<file path="config.mk">
export PLATFORM = sky130hd
export DESIGN_NAME = bsw_top
export DESIGN_NICKNAME = d
export VERILOG_FILES = /design/src/bsw_pkg.sv /design/src/bsw_digit.sv /design/src/bsw_tick.sv /design/src/bsw_top.sv
export SDC_FILE = /design/constraint.sdc
export NUM_CORES = 1
export LEC_CHECK = 0
export ABC_AREA = 1
export BUFFER_PORTS_ARGS = -buffer_cell sky130_fd_sc_hd__buf_2
export CORE_ASPECT_RATIO = 2
export CORE_MARGIN = 8
export CORE_UTILIZATION = 50
export CTS_CLUSTER_DIAMETER = 30
export CTS_CLUSTER_SIZE = 14
export DETAILED_ROUTE_END_ITERATION = 7
export PLACE_DENSITY_LB_ADDON = 0.15
export SLEW_MARGIN = 20
export SYNTH_ARGS = -nofsm -noshare
export SYNTH_HDL_FRONTEND = slang
export SYNTH_SLANG_ARGS = --single-unit
</file>
<file path="constraint.sdc">
create_clock -name clock -period 4.8 [get_ports clock]
set_input_delay 0.96 -clock clock [delete_from_list [all_inputs] [get_ports clock]]
set_output_delay 0.96 -clock clock [all_outputs]
set_load 0.01 [all_outputs]
</file>
<file path="src/bsw_pkg.sv">
// Shared constants and helper functions for the BCD stopwatch timer
package bsw_pkg;

  // Register indices; byte address is four times the index
  localparam logic [15:0] IDX_CTRL  = 16'hff7c;
  localparam logic [15:0] IDX_HUND  = 16'hff7d;
  localparam logic [15:0] IDX_TENTH = 16'hff7e;
  localparam logic [15:0] IDX_MASK  = 16'hffe7;
  localparam logic [15:0] IDX_FLAGS = 16'hfff7;

  localparam int          ADDR_W    = 18;
  localparam int          DATA_W    = 32;
  localparam int          DIGIT_W   = 4;

  localparam logic [ADDR_W-1:0] ADDR_CTRL  = {IDX_CTRL, 2'b00};
  localparam logic [ADDR_W-1:0] ADDR_HUND  = {IDX_HUND, 2'b00};
  localparam logic [ADDR_W-1:0] ADDR_TENTH = {IDX_TENTH, 2'b00};
  localparam logic [ADDR_W-1:0] ADDR_MASK  = {IDX_MASK, 2'b00};
  localparam logic [ADDR_W-1:0] ADDR_FLAGS = {IDX_FLAGS, 2'b00};

  // Field positions
  localparam int CTRL_RUN_BIT   = 0;
  localparam int CTRL_CLR_BIT   = 1;
  localparam int IRQ_TENTH_BIT  = 0;
  localparam int IRQ_SECOND_BIT = 1;
  localparam int SPARE_TWO_BIT  = 2;
  localparam int SPARE_THREE_BIT = 3;

  // Reset values
  localparam logic [DIGIT_W-1:0] DIGIT_RST = 4'h0;
  localparam logic [3:0]         MASK_RST  = 4'h0;
  localparam logic [1:0]         FLAGS_RST = 2'h0;
  localparam logic               RUN_RST   = 1'b0;

  // BCD limits
  localparam logic [DIGIT_W-1:0] DIGIT_MAX = 4'h9;
  localparam logic [DIGIT_W-1:0] DIGIT_ONE = 4'h1;

  // Timing: system clock and the 256 Hz base
  localparam int CLK_HZ   = 20_000_000;
  localparam int BASE_HZ  = 256;
  localparam int BASE_DIV = CLK_HZ / BASE_HZ;

  // Gap between hundredth increments, in base periods
  localparam logic [1:0] GAP_SHORT = 2'h2;
  localparam logic [1:0] GAP_LONG  = 2'h3;
  localparam logic [DIGIT_W-1:0] LONG_EXTRA_DIGIT = 4'h4;

  // Tenth periods of 26 base cycles fall on these tenths values (6 of 10)
  function automatic logic bsw_long_tenth(input logic [DIGIT_W-1:0] tenth);
    case (tenth)
      4'h1, 4'h2, 4'h4, 4'h6, 4'h7, 4'h9: bsw_long_tenth = 1'b1;
      default: bsw_long_tenth = 1'b0;
    endcase
  endfunction

  // Gap before the hundredths digit steps from its present value
  function automatic logic [1:0] bsw_gap(input logic [DIGIT_W-1:0] hund,
                                         input logic long_tenth);
    if (hund[0] || (long_tenth && hund == LONG_EXTRA_DIGIT)) begin
      bsw_gap = GAP_LONG;
    end else begin
      bsw_gap = GAP_SHORT;
    end
  endfunction

endpackage

</file>
<file path="src/bsw_digit.sv">
// One BCD digit counter with clear and wrap pulse
module bsw_digit
  import bsw_pkg::*;
(
  input  wire logic               clock,
  input  wire logic               reset_n,
  input  wire logic               step,
  input  wire logic               clear,
  output logic [DIGIT_W-1:0]      value,
  output logic                    wrap
);

  logic [DIGIT_W-1:0] value_reg;
  logic [DIGIT_W-1:0] value_next;
  logic               at_max;

  assign at_max     = (value_reg == DIGIT_MAX);
  assign wrap       = step & ~clear & at_max;
  assign value_next = clear ? DIGIT_RST :
                      (step ? (at_max ? DIGIT_RST : value_reg + DIGIT_ONE) : value_reg);

  always_ff @(posedge clock or negedge reset_n) begin
    if (!reset_n) begin
      value_reg <= DIGIT_RST;
    end else begin
      value_reg <= value_next;
    end
  end

  assign value = value_reg;

endmodule

</file>
<file path="src/bsw_tick.sv">
// Base divider and 2/3 spaced hundredth tick generator
module bsw_tick
  import bsw_pkg::*;
#(
  parameter int BASE_CYCLES = BASE_DIV
)(
  input  wire logic               clock,
  input  wire logic               reset_n,
  input  wire logic               run,
  input  wire logic               clear,
  input  wire logic [DIGIT_W-1:0] hund,
  input  wire logic [DIGIT_W-1:0] tenth,
  output logic                    tick
);

  localparam int PRE_W = $clog2(BASE_CYCLES + 1);
  localparam logic [PRE_W-1:0] PRE_LAST = PRE_W'(BASE_CYCLES - 1);
  localparam logic [PRE_W-1:0] PRE_ONE  = PRE_W'(1);

  logic [PRE_W-1:0] pre_reg;
  logic [1:0]       gap_reg;
  logic             base_pulse;
  logic [1:0]       gap_target;

  // Base keeps running while stopped, so a short pause loses no phase
  assign base_pulse = (pre_reg == PRE_LAST);
  assign gap_target = bsw_gap(hund, bsw_long_tenth(tenth));
  assign tick       = run & ~clear & base_pulse & ((gap_reg + 2'h1) == gap_target);

  always_ff @(posedge clock or negedge reset_n) begin
    if (!reset_n) begin
      pre_reg <= '0;
    end else if (base_pulse) begin
      pre_reg <= '0;
    end else begin
      pre_reg <= pre_reg + PRE_ONE;
    end
  end

  always_ff @(posedge clock or negedge reset_n) begin
    if (!reset_n) begin
      gap_reg <= 2'h0;
    end else if (clear || tick) begin
      gap_reg <= 2'h0;
    end else if (run && base_pulse) begin
      gap_reg <= gap_reg + 2'h1;
    end
  end

endmodule

</file>
<file path="src/bsw_top.sv">
// BCD stopwatch timer with APB register slave and interrupt
module bsw_top
  import bsw_pkg::*;
#(
  parameter int BASE_CYCLES = BASE_DIV
)(
  input  wire logic              clock,
  input  wire logic              reset_n,
  input  wire logic              psel,
  input  wire logic              penable,
  input  wire logic              pwrite,
  input  wire logic [ADDR_W-1:0] paddr,
  input  wire logic [DATA_W-1:0] pwdata,
  input  wire logic [3:0]        pstrb,
  output logic [DATA_W-1:0]      prdata,
  output logic                   pready,
  output logic                   pslverr,
  output logic                   irq
);

  // Bus state
  logic [DATA_W-1:0] prdata_reg;
  logic [DATA_W-1:0] prdata_next;
  logic              pready_reg;
  logic              pready_next;
  logic              pslverr_reg;
  logic              pslverr_next;

  // Control and interrupt state
  logic              run_reg;
  logic              run_next;
  logic [3:0]        mask_reg;
  logic [3:0]        mask_next;
  logic [1:0]        flags_reg;
  logic [1:0]        flags_next;
  logic              irq_reg;
  logic              irq_next;

  // Counter wiring
  logic [DIGIT_W-1:0] hund_value;
  logic [DIGIT_W-1:0] tenth_value;
  logic               hund_tick;
  logic               hund_wrap;
  logic               tenth_wrap;
  logic               counter_clear;

  // Bus phase decode
  logic               setup_phase;
  logic               access_done;
  logic               wr_done;
  logic               lane0_wr;

  // Address decode
  logic               sel_ctrl;
  logic               sel_hund;
  logic               sel_tenth;
  logic               sel_mask;
  logic               sel_flags;
  logic               sel_any;

  // Write strobes per register
  logic               wr_ctrl;
  logic               wr_mask;
  logic               wr_flags;

  // Read views
  logic [DATA_W-1:0]  rd_ctrl;
  logic [DATA_W-1:0]  rd_hund;
  logic [DATA_W-1:0]  rd_tenth;
  logic [DATA_W-1:0]  rd_mask;
  logic [DATA_W-1:0]  rd_flags;

  // Events and clear masks
  logic [1:0]         flag_events;
  logic [1:0]         flag_clears;

  // ------------------------------------------------------------------
  // APB phases: no wait state, answer registered at the setup edge
  // ------------------------------------------------------------------
  assign setup_phase = psel & ~penable;
  assign access_done = psel & penable & pready_reg;
  assign wr_done     = access_done & pwrite;
  assign lane0_wr    = wr_done & pstrb[0];

  // ------------------------------------------------------------------
  // Address decode, word aligned only
  // ------------------------------------------------------------------
  assign sel_ctrl  = (paddr == ADDR_CTRL);
  assign sel_hund  = (paddr == ADDR_HUND);
  assign sel_tenth = (paddr == ADDR_TENTH);
  assign sel_mask  = (paddr == ADDR_MASK);
  assign sel_flags = (paddr == ADDR_FLAGS);
  assign sel_any   = sel_ctrl | sel_hund | sel_tenth | sel_mask | sel_flags;

  // Digit registers have no write strobe, so writes there do nothing
  assign wr_ctrl  = lane0_wr & sel_ctrl;
  assign wr_mask  = lane0_wr & sel_mask;
  assign wr_flags = lane0_wr & sel_flags;

  // ------------------------------------------------------------------
  // Control: run bit and clear strobe
  // ------------------------------------------------------------------
  assign counter_clear = wr_ctrl & pwdata[CTRL_CLR_BIT];
  assign run_next      = wr_ctrl ? pwdata[CTRL_RUN_BIT] : run_reg;

  // ------------------------------------------------------------------
  // Counter chain
  // ------------------------------------------------------------------
  // The clear write also loads the run bit from its bit 0: writing 3 runs on from zero,
  // writing 2 stops at zero.
  bsw_tick #(
    .BASE_CYCLES (BASE_CYCLES)
  ) u_tick (
    .clock   (clock),
    .reset_n (reset_n),
    .run     (run_reg),
    .clear   (counter_clear),
    .hund    (hund_value),
    .tenth   (tenth_value),
    .tick    (hund_tick)
  );

  bsw_digit u_hund (
    .clock   (clock),
    .reset_n (reset_n),
    .step    (hund_tick),
    .clear   (counter_clear),
    .value   (hund_value),
    .wrap    (hund_wrap)
  );

  // Tenths take the hundredths wrap as their approximate 10 Hz input
  bsw_digit u_tenth (
    .clock   (clock),
    .reset_n (reset_n),
    .step    (hund_wrap),
    .clear   (counter_clear),
    .value   (tenth_value),
    .wrap    (tenth_wrap)
  );

  // ------------------------------------------------------------------
  // Interrupt mask: two enables and two spare bits
  // ------------------------------------------------------------------
  assign mask_next = wr_mask ? pwdata[3:0] : mask_reg;

  // ------------------------------------------------------------------
  // Sticky flags; an event in the clearing cycle wins
  // ------------------------------------------------------------------
  assign flag_events[IRQ_TENTH_BIT]  = hund_wrap;
  assign flag_events[IRQ_SECOND_BIT] = tenth_wrap;
  assign flag_clears = wr_flags ? pwdata[1:0] : 2'b00;

  // Mask is not consulted here on purpose
  assign flags_next = (flags_reg & ~flag_clears) | flag_events;

  // Level request, built from next values so it tracks the flags exactly
  assign irq_next = |(flags_next & mask_next[1:0]);

  // ------------------------------------------------------------------
  // Read views, unused bits zero
  // ------------------------------------------------------------------
  // Clear bit always reads back as zero
  assign rd_ctrl  = {{(DATA_W-1){1'b0}}, run_reg};
  assign rd_hund  = {{(DATA_W-DIGIT_W){1'b0}}, hund_value};
  assign rd_tenth = {{(DATA_W-DIGIT_W){1'b0}}, tenth_value};
  assign rd_mask  = {{(DATA_W-4){1'b0}}, mask_reg};
  assign rd_flags = {{(DATA_W-2){1'b0}}, flags_reg};

  assign prdata_next = !setup_phase ? prdata_reg :
                       (pwrite      ? '0 :
                       (sel_ctrl    ? rd_ctrl :
                       (sel_hund    ? rd_hund :
                       (sel_tenth   ? rd_tenth :
                       (sel_mask    ? rd_mask :
                       (sel_flags   ? rd_flags : '0))))));

  // Ready only for the one access phase after each setup
  assign pready_next  = setup_phase;
  assign pslverr_next = setup_phase ? ~sel_any : (pslverr_reg & ~access_done);

  // ------------------------------------------------------------------
  // Bus output registers
  // ------------------------------------------------------------------
  always_ff @(posedge clock or negedge reset_n) begin
    if (!reset_n) begin
      prdata_reg <= '0;
    end else begin
      prdata_reg <= prdata_next;
    end
  end

  always_ff @(posedge clock or negedge reset_n) begin
    if (!reset_n) begin
      pready_reg <= 1'b0;
    end else begin
      pready_reg <= pready_next;
    end
  end

  always_ff @(posedge clock or negedge reset_n) begin
    if (!reset_n) begin
      pslverr_reg <= 1'b0;
    end else begin
      pslverr_reg <= pslverr_next;
    end
  end

  // ------------------------------------------------------------------
  // Control and interrupt registers
  // ------------------------------------------------------------------
  always_ff @(posedge clock or negedge reset_n) begin
    if (!reset_n) begin
      run_reg <= RUN_RST;
    end else begin
      run_reg <= run_next;
    end
  end

  always_ff @(posedge clock or negedge reset_n) begin
    if (!reset_n) begin
      mask_reg <= MASK_RST;
    end else begin
      mask_reg <= mask_next;
    end
  end

  always_ff @(posedge clock or negedge reset_n) begin
    if (!reset_n) begin
      flags_reg <= FLAGS_RST;
    end else begin
      flags_reg <= flags_next;
    end
  end

  always_ff @(posedge clock or negedge reset_n) begin
    if (!reset_n) begin
      irq_reg <= 1'b0;
    end else begin
      irq_reg <= irq_next;
    end
  end

  assign prdata  = prdata_reg;
  assign pready  = pready_reg;
  assign pslverr = pslverr_reg;
  assign irq     = irq_reg;

endmodule

</file>
==> metrics.cfg <==
[timing]
timing.final.crit_share_pct = 44.6
rsz0062_at_grt = false
tightest_slew_ns = 0.896
setup_viol = 0
hold_viol = 0
slew_viol_final = 0
hold-worst-slack_ns = 0.481
period_minus_slack_ns = 2.14
slew_headroom_pct = 40.3
tns_ns = 0
skew_ns = 0.00755
max_freq_mhz = 468

[die]
dieArea_sq_um = 8560
initial_core_util_pct = 51.1
chipWidth_microns = 69.5
rows = 39
ioPinCount = 94
core_area_sq_um = 5610
die-height_microns = 123

[yosys]
synth-simple-area-share_pct = 35.9
synth_fa_ha_area_share_pct = 2.18
ys_seq_area_share_pct = 35.8
syn_avg_cell_area_sq_um = 7.70
synth_compound_area_share_pct = 7.38
yosys_warnings = 0
synthMuxAreaShare_pct = 0
synth-xor-area-share_pct = 3.67
netlist_area_sq_um = 2870
synth_seq_cells = 41
synth_top_family_by_area = simple AND/OR/NAND/NOR gates
synthCells = 372
synth_cell_types = 37
ys_async_sr_fraction_pct = 100
synth_edf_count = 0
synth_flop_cell = dfrtp_1

[layout]
syn2layout_area_growth_pct = 10.7
nets = 475
layout-drive-gt1-share_pct = 20.4
final_cells = 473
n_fill_cell = 540
largest_register_ff_count = 17
diodes = 0

[setup_path]
reg2reg_depth = 11
critPathLaunchType = input port
worstPathRequired_ns = 5.02
critPathLaunch = psel
endpoint_kind = flip-flop
worst-endpoint-arrival_ns = 2.36
crit_end = u_tenth.value[2]
path_class = input port to flip-flop
cp_max_fo = 7
reg2reg_to = u_tenth.value[2]
worstReg2RegStart = u_hund.value[0]
reg2reg_slack_ns = 2.93

[pwr]
power.density_nw_per_um2 = 248
power_uw = 786
p_leak_uw = 0.00166
ir_drop_uv = 269

[placed_design]
hpwl_microns = 5110
io_buffers = 34
gp_congestion = 0.897
place_inst = 465

[global_route]
grt_pass1_wl_microns = 11000
antenna_found_initial = 0
grt_pass1_vias = 2440
overflow = 0
grt_max_degree = 42
grtUsageTotal_pct = 15.2

[job]
maxCapViolations = 0

[worst_hold_path]
hold_path.class = flip-flop to flip-flop

[cts]
cts_resized = 0
cts.sinks = 41
clock_path_buffers = 2
htreeDepth = 2
insertion_delay_ns = 0.28
cts.clk_slew.worst_paths_ns = 0.06
cts_tree = done
cts_buffers = 5
postCtsSetupBuffers = 0
cts_hold_buf = 0
root_buffer = clkbuf_16

[routing]
drc = 0
route.vias.total = 2435
routedWlPerCell_microns = 13.4
drtAntennaViolNets = 0
totalWireLength_microns = 6350
vias_per_cell = 5.15
first_iter_violations = 155
dr.pass1.iters = 4

[run_status]
outcome = finished, final reports clean

[cells by family (layout without fill, tap and decap cells)]
logic type               after synthesis  count (layout)
XOR/XNOR                              12              12
AND/OR/NAND/NOR                      191             191
adder cells (fa/ha/maj)                5               5
AO/OA/AOI/OAI                         36              36
flip-flops                            41              41
buffers and inverters                 86              99
other                                  1              28
[worst min-delay path by stage]
stage                           start                end  slack [ns]  depth (start not counted)
finish                      prdata[1]          prdata[1]        0.48                          2
global route                prdata[1]          prdata[1]        0.51                          2
CTS                         prdata[2]          prdata[2]        0.48                          2
detailed placement          prdata[2]          prdata[2]        0.46                          2
global placement            prdata[0]          prdata[0]        0.46                          2
floorplan           u_tick.pre_reg[0]  u_tick.pre_reg[0]        0.45                          1
[placed cells by master, fill, tap and decap left out]
master     netlist  routed
inv_2            5       5
nor4_2           1       1
nor4_1           2       2
nor3_1           8       8
o22ai_1          1       1
a21boi_0         1       1
xor2_1          12      12
nor2_4           4       4
nand3_4          2       2
conb_1           1      28
o21ai_2          3       3
o21a_1           1       1
buf_2            1      34
nor4_4           1       1
nand2_4          2       2
dfrtp_1         41      41
o211ai_1         2       2
nor2_2           7       7
nor3b_2          1       1
a21oi_1         10      10
o2111ai_1        1       1
nor2_8           2       2
clkinv_1         2       2
nand4_1         14      14
clkbuf_1         0       1
nand3_1         33      33
nand2_2          8       8
bufinv_16        0       1
nand3b_1         1       1
a21oi_2          1       1
nand3_2          6       6
nor2_1          31      31
nand2_1         68      68
inv_1           50      50
ha_1             5       5
clkbuf_8         0       1
clkbuf_16        0       5
o21ai_0          9       9
o21ai_1          6       6
a31oi_1          1       1
[routing by layer]
layer	vias up	global-route usage [%]	wire length [microns]
li1	1219	-	-
met1	1154	17.9	2630
met2	50	27.1	3340
met3	12	2.89	265
met4	0	5.03	114
met5	-	0	0
[layout make-up]
type,count,area (sq um),area share [%]
Clock inverter,1,30.0,0.947
Multi-Input combinational cell,272,1510,47.7
Timing Repair Buffer,34,170,5.37
Sequential cell,41,1030,32.4
Clock buffer,7,143,4.50
Inverter,57,214,6.75
Tap cell,61,76.3,2.41
[critical path: stages]
cell and delay (ns):
buf_2 0.09, nand3_1 0.12, nor2_2 0.34, nand4_1 0.35, nand3_1 0.20, nor2_2 0.08, nand2_2 0.07, nand3_1 0.07
nand2_1 0.07
[synthesized netlist by cell type, types with 2 or more instances]
cell / count / share of area, %
nand4_1: 14 / 3.1
nor3_1: 8 / 1.4
xor2_1: 12 / 3.7
nand2_2: 8 / 1.7
nor2_4: 4 / 1.6
nor2_8: 2 / 1.4
inv_2: 5 / 0.66
buf_4: 28 / 7.3
nand2_4: 2 / 0.79
dfrtp_1: 41 / 36
nor4_1: 2 / 0.44
nand3_4: 2 / 1.2
nand2_1: 68 / 8.9
o21ai_2: 3 / 0.92
inv_1: 50 / 6.6
nand3_2: 6 / 2.1
nor2_1: 31 / 4.1
nand3_1: 33 / 5.8
o21ai_0: 9 / 1.6
o211ai_1: 2 / 0.52
ha_1: 5 / 2.2
clkinv_1: 2 / 0.26
o21ai_1: 6 / 1.0
a21oi_1: 10 / 1.7
nor2_2: 7 / 1.5
[report_power, final]
part           switching, uW  internal (uW)
clock                    131            260
sequential             0.657            347
combinational           34.6           13.5
total                    166            620
[stage by stage]
stage / util, % / instance area, sq um / setup slack [ns]
4_1_cts: 56.5 / 3170 / 2.62
3_3_place_gp: 53.4 / 3000 / 2.39
2_1_floorplan: - / 2970 / 2.72
3_5_place_dp: 53.4 / 3000 / 2.34
6_report: 56.5 / 3170 / 2.66
5_1_grt: 56.5 / 3170 / 2.47
Power figures use the tool's default switching activity.
